==> src/inc/ioc_pkg.sv <==
// package of constants and types for the instantaneous overcurrent trip stage
//
// Contract
// general trip is OR of phase trips
// operation off, peak or fundamental, default off
// start current percent, 20 to 3000, default 200
// trip with no added delay above setting
// block input suppresses every trip
// double input doubles the start setting
// one trip output per phase, own decision
// on and off events, forwarded when configured
// trip states readable as online status
// peak mode drops at 0.85, fast timing
// fundamental mode drops at 0.85, slower timing
// source supplies fundamental rms per phase
// mode selects peak or rms for comparison
// off holds all trips low
`default_nettype none
package ioc_pkg;

  // ------------------------------------------------------------------
  // widths
  // ------------------------------------------------------------------
  localparam int IOC_CUR_W    = 16;
  localparam int IOC_SET_W    = 12;
  localparam int IOC_EFF_W    = 13;
  localparam int IOC_ADDR_W   = 8;
  localparam int IOC_NPH      = 3;

  // ------------------------------------------------------------------
  // register offsets (byte addresses)
  // ------------------------------------------------------------------
  localparam logic [7:0] IOC_OFS_CTRL    = 8'h00;
  localparam logic [7:0] IOC_OFS_START   = 8'h04;
  localparam logic [7:0] IOC_OFS_ONLINE  = 8'h08;
  localparam logic [7:0] IOC_OFS_EVT_STS = 8'h0c;
  localparam logic [7:0] IOC_OFS_EVT_CLR = 8'h10;
  localparam logic [7:0] IOC_OFS_EVT_EN  = 8'h14;

  // ------------------------------------------------------------------
  // field positions and reset values
  // ------------------------------------------------------------------
  localparam int IOC_CTRL_MODE_LSB = 0;
  localparam int IOC_CTRL_FWD_BIT  = 2;
  localparam int IOC_EVT_OFF_LSB   = 4;
  localparam logic [IOC_SET_W-1:0] IOC_START_MIN = 12'h0014;
  localparam logic [IOC_SET_W-1:0] IOC_START_MAX = 12'h0bb8;
  localparam logic [IOC_SET_W-1:0] IOC_START_RST = 12'h00c8;

  // reset ratio 0.85 as 17/20
  localparam logic [4:0] IOC_RATIO_NUM = 5'h11;
  localparam logic [4:0] IOC_RATIO_DEN = 5'h14;

  // ------------------------------------------------------------------
  // timing: limits only, the decision path takes one clock
  // ------------------------------------------------------------------
  localparam int IOC_CLK_MHZ        = 125;
  localparam int IOC_OP_PEAK_MS     = 15;
  localparam int IOC_RST_PEAK_MS    = 40;
  localparam int IOC_OP_FUND_MS     = 25;
  localparam int IOC_RST_FUND_MS    = 60;
  localparam int IOC_OP_PEAK_CYC    = IOC_OP_PEAK_MS * IOC_CLK_MHZ * 1000;
  localparam int IOC_RST_PEAK_CYC   = IOC_RST_PEAK_MS * IOC_CLK_MHZ * 1000;
  localparam int IOC_OP_FUND_CYC    = IOC_OP_FUND_MS * IOC_CLK_MHZ * 1000;
  localparam int IOC_RST_FUND_CYC   = IOC_RST_FUND_MS * IOC_CLK_MHZ * 1000;

  // ------------------------------------------------------------------
  // types
  // ------------------------------------------------------------------
  typedef enum logic [1:0] {
    IOC_MODE_OFF,
    IOC_MODE_PEAK,
    IOC_MODE_FUND,
    IOC_MODE_RSVD
  } ioc_mode_type;

  typedef struct packed {
    logic [IOC_NPH-1:0][IOC_CUR_W-1:0] peak;
    logic [IOC_NPH-1:0][IOC_CUR_W-1:0] fund;
  } ioc_meas_type;

  typedef struct packed {
    logic [3:0] changed;
    logic [3:0] state;
  } ioc_event_type;

  typedef struct packed {
    logic [IOC_ADDR_W-1:0] addr;
    logic [31:0]           wdata;
    logic                  wr;
    logic                  rd;
  } ioc_bus_type;

endpackage : ioc_pkg
`default_nettype wire

==> src/logic/ioc_trip.sv <==
// instantaneous overcurrent trip stage with register port and event interrupt
`default_nettype none
module ioc_trip (
  input  wire logic                     clk_sys,    // 125 MHz clock
  input  wire logic                     rstn,       // async reset, low active
  input  wire ioc_pkg::ioc_bus_type     bus,        // register port request
  output var  logic [31:0]              rdata,      // read data, cycle after rd
  input  wire ioc_pkg::ioc_meas_type    meas,       // peak and rms per phase
  input  wire logic                     meas_valid, // new measurement strobe
  input  wire logic                     block_in,   // disables the function
  input  wire logic                     double_setting_in, // doubles setting
  output var  logic                     phase1_trip,  // trip phase 1
  output var  logic                     phase2_trip,  // trip phase 2
  output var  logic                     phase3_trip,  // trip phase 3
  output var  logic                     general_trip, // any phase trip
  output var  logic                     evt_valid,  // forwarded event pulse
  output var  ioc_pkg::ioc_event_type   evt_data,   // forwarded event content
  output var  logic                     irq         // level interrupt
);
  import ioc_pkg::*;

  // ------------------------------------------------------------------
  // functions
  // ------------------------------------------------------------------

  // clamp a written start value into its legal range
  function automatic logic [IOC_SET_W-1:0] clamp_start(input logic [31:0] v);
    logic [IOC_SET_W-1:0] r;
    r = IOC_START_RST;
    if (v < 32'(IOC_START_MIN)) begin
      r = IOC_START_MIN;
    end else if (v > 32'(IOC_START_MAX)) begin
      r = IOC_START_MAX;
    end else begin
      r = v[IOC_SET_W-1:0];
    end
    return r;
  endfunction

  // per-phase decision with hysteresis: pick up above, drop below 0.85
  function automatic logic phase_decide(input logic                 held,
                                        input logic [IOC_CUR_W-1:0] cur,
                                        input logic [IOC_EFF_W-1:0] thr);
    logic [21:0] cur_scaled;
    logic [21:0] thr_scaled;
    logic        r;
    cur_scaled = 22'(cur) * 22'(IOC_RATIO_DEN);
    thr_scaled = 22'(thr) * 22'(IOC_RATIO_NUM);
    r = 1'b0;
    if (cur > 16'(thr)) begin
      r = 1'b1;
    end else if (held && (cur_scaled >= thr_scaled)) begin
      r = 1'b1;
    end
    return r;
  endfunction

  // ------------------------------------------------------------------
  // registers
  // ------------------------------------------------------------------
  ioc_mode_type          mode_q;
  ioc_mode_type          mode_d;
  logic                  fwd_q;
  logic                  fwd_d;
  logic [IOC_SET_W-1:0]  start_q;
  logic [IOC_SET_W-1:0]  start_d;
  logic [7:0]            evt_sts_q;
  logic [7:0]            evt_sts_d;
  logic [7:0]            evt_en_q;
  logic [7:0]            evt_en_d;
  logic [IOC_NPH-1:0]    trip_q;
  logic [IOC_NPH-1:0]    trip_d;
  logic                  gen_q;
  logic                  gen_d;
  logic [31:0]           rdata_q;
  logic [31:0]           rdata_d;
  logic                  evt_valid_q;
  logic                  evt_valid_d;
  ioc_event_type         evt_data_q;
  ioc_event_type         evt_data_d;
  logic                  irq_q;
  logic                  irq_d;

  // ------------------------------------------------------------------
  // register decode
  // ------------------------------------------------------------------
  wire logic sel_ctrl   = (bus.addr == IOC_OFS_CTRL);
  wire logic sel_start  = (bus.addr == IOC_OFS_START);
  wire logic sel_online = (bus.addr == IOC_OFS_ONLINE);
  wire logic sel_sts    = (bus.addr == IOC_OFS_EVT_STS);
  wire logic sel_clr    = (bus.addr == IOC_OFS_EVT_CLR);
  wire logic sel_en     = (bus.addr == IOC_OFS_EVT_EN);

  wire logic wr_ctrl  = bus.wr && sel_ctrl;
  wire logic wr_start = bus.wr && sel_start;
  wire logic wr_clr   = bus.wr && sel_clr;
  wire logic wr_en    = bus.wr && sel_en;

  // reserved mode code falls back to off, so a bad write cannot arm
  wire logic [1:0] mode_wr = bus.wdata[IOC_CTRL_MODE_LSB +: 2];
  wire ioc_mode_type mode_sel = (mode_wr == 2'(IOC_MODE_PEAK)) ? IOC_MODE_PEAK :
                                (mode_wr == 2'(IOC_MODE_FUND)) ? IOC_MODE_FUND :
                                IOC_MODE_OFF;

  // control and setting next values
  assign mode_d  = wr_ctrl ? mode_sel : mode_q;
  assign fwd_d   = wr_ctrl ? bus.wdata[IOC_CTRL_FWD_BIT] : fwd_q;
  assign start_d = wr_start ? clamp_start(bus.wdata) : start_q;
  assign evt_en_d = wr_en ? bus.wdata[7:0] : evt_en_q;

  // ------------------------------------------------------------------
  // decision path
  // ------------------------------------------------------------------

  // effective threshold, doubled on request
  wire logic [IOC_EFF_W-1:0] thr_eff = double_setting_in ? {start_q, 1'b0}
                                                         : {1'b0, start_q};

  // off or block forces every trip low at once, whatever the currents
  wire logic func_on = (mode_q != IOC_MODE_OFF) && !block_in;

  // quantity selected by mode; rms comes from the front end
  wire logic use_peak = (mode_q == IOC_MODE_PEAK);

  logic [IOC_NPH-1:0] decide;

  // each phase looks only at its own current
  always_comb begin
    decide = trip_q;
    for (int p = 0; p < IOC_NPH; p++) begin
      if (!func_on) begin
        decide[p] = 1'b0;
      end else if (meas_valid) begin
        decide[p] = phase_decide(trip_q[p],
                                 use_peak ? meas.peak[p] : meas.fund[p], thr_eff);
      end
    end
  end

  // no delay stage: the trip follows the decision on the next edge
  assign trip_d = decide;
  assign gen_d  = |decide;

  // ------------------------------------------------------------------
  // events and interrupt
  // ------------------------------------------------------------------
  wire logic [3:0] state_now = {gen_d, trip_d};
  wire logic [3:0] state_old = {gen_q, trip_q};
  wire logic [3:0] chg       = state_now ^ state_old;
  wire logic [7:0] evt_set   = {chg & ~state_now, chg & state_now};
  wire logic [7:0] evt_clr   = wr_clr ? bus.wdata[7:0] : 8'h00;

  // a new event in the clear cycle survives
  assign evt_sts_d = (evt_sts_q & ~evt_clr) | evt_set;

  // forward only when software enabled it
  assign evt_valid_d        = fwd_q && (chg != 4'h0);
  assign evt_data_d         = '{changed: chg, state: state_now};

  assign irq_d = |(evt_sts_d & evt_en_d);

  // ------------------------------------------------------------------
  // read mux: unmapped and write-only read as zero
  // ------------------------------------------------------------------
  wire logic [31:0] rd_ctrl   = {29'h0, fwd_q, 2'(mode_q)};
  wire logic [31:0] rd_start  = {20'h0, start_q};
  wire logic [31:0] rd_online = {28'h0, gen_q, trip_q};
  wire logic [31:0] rd_sts    = {24'h0, evt_sts_q};
  wire logic [31:0] rd_en     = {24'h0, evt_en_q};

  assign rdata_d = !bus.rd   ? 32'h0000_0000 :
                   sel_ctrl   ? rd_ctrl :
                   sel_start  ? rd_start :
                   sel_online ? rd_online :
                   sel_sts    ? rd_sts :
                   sel_en     ? rd_en :
                   32'h0000_0000;

  // ------------------------------------------------------------------
  // state flops
  // ------------------------------------------------------------------

  // configuration
  always_ff @(posedge clk_sys or negedge rstn) begin
    if (!rstn) begin
      mode_q   <= IOC_MODE_OFF;
      fwd_q    <= 1'b0;
      start_q  <= IOC_START_RST;
      evt_en_q <= 8'h00;
    end else begin
      mode_q   <= mode_d;
      fwd_q    <= fwd_d;
      start_q  <= start_d;
      evt_en_q <= evt_en_d;
    end
  end

  // trips
  always_ff @(posedge clk_sys or negedge rstn) begin
    if (!rstn) begin
      trip_q <= '0;
      gen_q  <= 1'b0;
    end else begin
      trip_q <= trip_d;
      gen_q  <= gen_d;
    end
  end

  // events, interrupt and read data
  always_ff @(posedge clk_sys or negedge rstn) begin
    if (!rstn) begin
      evt_sts_q   <= 8'h00;
      evt_valid_q <= 1'b0;
      evt_data_q  <= '0;
      irq_q       <= 1'b0;
      rdata_q     <= 32'h0000_0000;
    end else begin
      evt_sts_q   <= evt_sts_d;
      evt_valid_q <= evt_valid_d;
      evt_data_q  <= evt_data_d;
      irq_q       <= irq_d;
      rdata_q     <= rdata_d;
    end
  end

  // ------------------------------------------------------------------
  // outputs
  // ------------------------------------------------------------------
  assign phase1_trip  = trip_q[0];
  assign phase2_trip  = trip_q[1];
  assign phase3_trip  = trip_q[2];
  assign general_trip = gen_q;
  assign evt_valid    = evt_valid_q;
  assign evt_data     = evt_data_q;
  assign irq          = irq_q;
  assign rdata        = rdata_q;

endmodule // ioc_trip
`default_nettype wire

==> config.mk <==
export PLATFORM = sky130hd
export DESIGN_NAME = ioc_trip
export DESIGN_NICKNAME = d
export VERILOG_FILES = /design/src/inc/ioc_pkg.sv /design/src/logic/ioc_trip.sv
export SDC_FILE = /design/constraint.sdc
export NUM_CORES = 1
export LEC_CHECK = 0
export BUFFER_PORTS_ARGS = -buffer_cell sky130_fd_sc_hd__buf_2
export CAP_MARGIN = 30
export CORE_UTILIZATION = 55
export DETAILED_ROUTE_END_ITERATION = 10
export MAX_ROUTING_LAYER = met4
export PLACE_DENSITY = 0.93
export SLEW_MARGIN = 20
export SYNTH_ARGS = -nofsm -noshare
export SYNTH_HDL_FRONTEND = slang
export SYNTH_SLANG_ARGS = --single-unit
==> constraint.sdc <==
create_clock -name clk_sys -period 13.75 [get_ports clk_sys]
set_input_delay 2.0625 -clock clk_sys [delete_from_list [all_inputs] [get_ports clk_sys]]
set_output_delay 2.0625 -clock clk_sys [all_outputs]
set_load 0.005 [all_outputs]
==> flow_metrics.py <==
metrics = {
    "run_status": {
        "outcome": "finished with violations",
        "failed_checks": "DRC",
    },
    "place": {
        "port_buffers": 168,
        "place_congestion": 1.00,
        "hpwlAfterDp_um": 19600,
    },
    "cells_and_area": {
        "nets": 1447,
        "final_util": 0.641,
        "drive_gt1_frac": 0.224,
        "fillers": 1215,
        "antenna_cells": 0,
        "areaGrowthSynthToFinish_pct": 12.5,
    },
    "clocking": {
        "hold_buffers": 0,
        "cts_resized": 0,
        "numCtsBuffers": 5,
        "post_cts_buffers": 0,
        "cts_tree": "built",
        "clock_sinks": 53,
        "path_clk_slew_ps": 70,
        "insertion_delay_ps": 290,
        "root_buffer": "clkbuf_16",
        "cts_buffer_depth": 2,
        "htree_levels": 2,
    },
    "detailed_routing": {
        "drc": 14,
        "firstDrtPassIters": 9,
        "routed-via-count": 8134,
        "drtIter0Drc": 806,
        "ant_nets": 0,
        "via_per_inst": 6.27,
        "wl_per_cell_um": 18.3,
        "wl_um": 23700,
    },
    "floorplanning": {
        "die_area_mm2": 0.0157,
        "io_pins": 189,
        "die_x_um": 125,
        "std_cell_rows": 44,
        "initial_utilization": 0.570,
        "die_height_um": 125,
        "core_mm2": 0.0147,
    },
    "sta": {
        "maxSlewViolCount": 0,
        "fmax_mhz": 120,
        "fin_setup_tns_ps": 0,
        "period_minus_slack_ps": 8320,
        "setup_viol": 0,
        "tightest_slew_ps": 886,
        "rsz0062_at_grt": "no",
        "hold_violations": 0,
        "finClkSkew_ps": 5.03,
        "relSlewSlack": 0.392,
        "min_period_over_period": 0.605,
    },
    "synthesis": {
        "yosys_register_bits": 53,
        "syn_area_per_cell_um2": 8.77,
        "yosysMostFrequentCell": "ha_1",
        "yosys-top-cells-area": "ha_1, dfrtp_1, mux2_2, a21oi_1, xnor2_1",
        "synth.top_cell.area_share": 0.279,
        "syn-cell-area_mm2": 0.00838,
        "ys_warn_count": 0,
        "synth_seq_area_share": 0.159,
        "syn_inst": 956,
        "synthDistinctLibCells": 81,
        "synthFlopType": "dfrtp_1",
        "synth_edf_count": 0,
        "synthTopCellsByCount": "ha_1, a21oi_1, inv_1",
        "synth_largest_area_cell": "ha_1",
        "async_flop_share": 1.00,
    },
    "global_route": {
        "grt_pass1_vias": 7831,
        "antenna_found_initial": 0,
        "grt_pass1_wl_um": 37800,
        "grt_max_degree": 54,
        "grt_overflow": 0,
        "track_usage": 0.307,
    },
    "setup_path": {
        "crit_path_start_kind": "input pin",
        "critPathRequiredTime_ps": 13910,
        "endpoint_kind": "flop",
        "r2r_slack_ps": 6680,
        "cp_max_fo": 16,
        "arrival_ps": 8480,
        "ff2ff_path_depth": 27,
        "crit_type": "in -> reg",
    },
    "min_path": {
        "min_path_cells": 1,
        "hold_class": "reg -> reg",
    },
    "job": {
        "cap_viol_max_count": 0,
    },
    "power_and_ir_drop": {
        "p_leak_nw": 4.99,
        "pwr_density_cell_mw_per_mm2": 70.1,
        "ir_drop_uv": 54.3,
    },
}
-- logic make-up after synthesis --
kind of cell	share of synthesized area
compound gates	0.204
simple gates	0.139
fa+ha+maj	0.290
buf+inv	0.0603
mux	0.0950
flops	0.159
xor+xnor	0.0523
other cells	0.000447
-- placed cells by master, fill, tap and decap left out, drive strengths merged, types with 6 or more instances in the layout --
cell | synthesis | routed
conb | 1 | 20
nor2 | 57 | 57
nor4 | 7 | 7
dfrtp | 50 | 50
and2 | 7 | 7
nor2b | 10 | 10
a211oi | 10 | 10
nor3 | 12 | 12
o21ai | 38 | 38
or2 | 7 | 7
a21oi | 77 | 77
o21a | 16 | 16
xor2 | 15 | 15
nand3 | 27 | 27
mux2i | 25 | 25
a21o | 27 | 27
a31oi | 6 | 6
o211ai | 15 | 15
xnor2 | 35 | 35
nand2 | 54 | 54
mux2 | 47 | 47
nand2b | 9 | 9
nand4 | 12 | 12
buf | 34 | 170
ha | 187 | 187
inv | 67 | 67
o21bai | 7 | 7
and3 | 10 | 10
-- layer usage --
layer	wire [µm]	global-route usage
met1	9470	0.367
met2	11300	0.521
met3	2020	0.0449
met4	922	0.113
met5	0	-
-- registers in the layout, indices dropped and copies added, names as in the netlist --
register   count
evt_data       8
evt_en_q       8
evt_sts_q      8
evt_valid      1
fwd_q          1
irq            1
mode_q         2
rdata         12
start_q       12
-- final timing paths --
path | startpoint | end
hold / removal | evt_sts_q[0] | evt_sts_q[0]
max in group asynchronous | rstn | evt_sts_q[0]
setup / recovery | double_setting_in | irq
min in group asynchronous | rstn | rdata[3]
setup reg to reg | mode_q[1] | irq
hold reg to reg | evt_sts_q[0] | evt_sts_q[0]
-- through the flow --
stage / hold slack [ps] / std cells / setup WS [ps] / power (mW) / instance area [µm²]
4_1_cts: 506 / 1298 / 5570 / 0.652 / 9430
3_5_place_dp: 493 / 1290 / 5330 / 0.529 / 9290
3_3_place_gp: 488 / 1290 / 5610 / 0.514 / 9290
2_1_floorplan: 468 / 975 / 5640 / 0.429 / 8450
6_report: 506 / 1298 / 5430 / 0.661 / 9430
5_1_grt: 522 / 1298 / 5130 / 0.711 / 9430
-- power by group --
group          total, mW  internal [mW]  switching (mW)
sequential         0.173          0.166         0.00776
clock              0.122         0.0668          0.0552
combinational      0.365          0.156           0.209
total              0.661          0.389           0.272
-- cell type report --
cell class / instances / area [µm²] / share of cell area
Tap cell: 184 / 230 / 0.0244
Clock buffer: 5 / 125 / 0.0133
Inverter: 67 / 251 / 0.0267
Sequential cell: 53 / 1330 / 0.141
Multi-Input combinational cell: 816 / 6620 / 0.702
Timing Repair Buffer: 170 / 856 / 0.0908
Clock inverter: 3 / 17.5 / 0.00186
-- critical path, stage by stage --
cell and delay, ps:
buf_2 310, mux2i_1 440, inv_1 130, ha_1 310
ha_1 220, fa_1 410, a21o_1 190, a21oi_1 210
o21bai_1 100, a21oi_1 220, nor2b_1 80, o21a_1 190
o31a_1 270, xnor2_1 370, ha_1 330, a211o_1 280
or3_1 360, a211oi_2 220, o21ai_1 150, o311ai_4 320
o211ai_2 180, or2_1 270, ha_1 190, a21o_1 170
a32oi_1 170, and4_1 240, o31ai_2 80
Power figures use the tool's default switching activity.
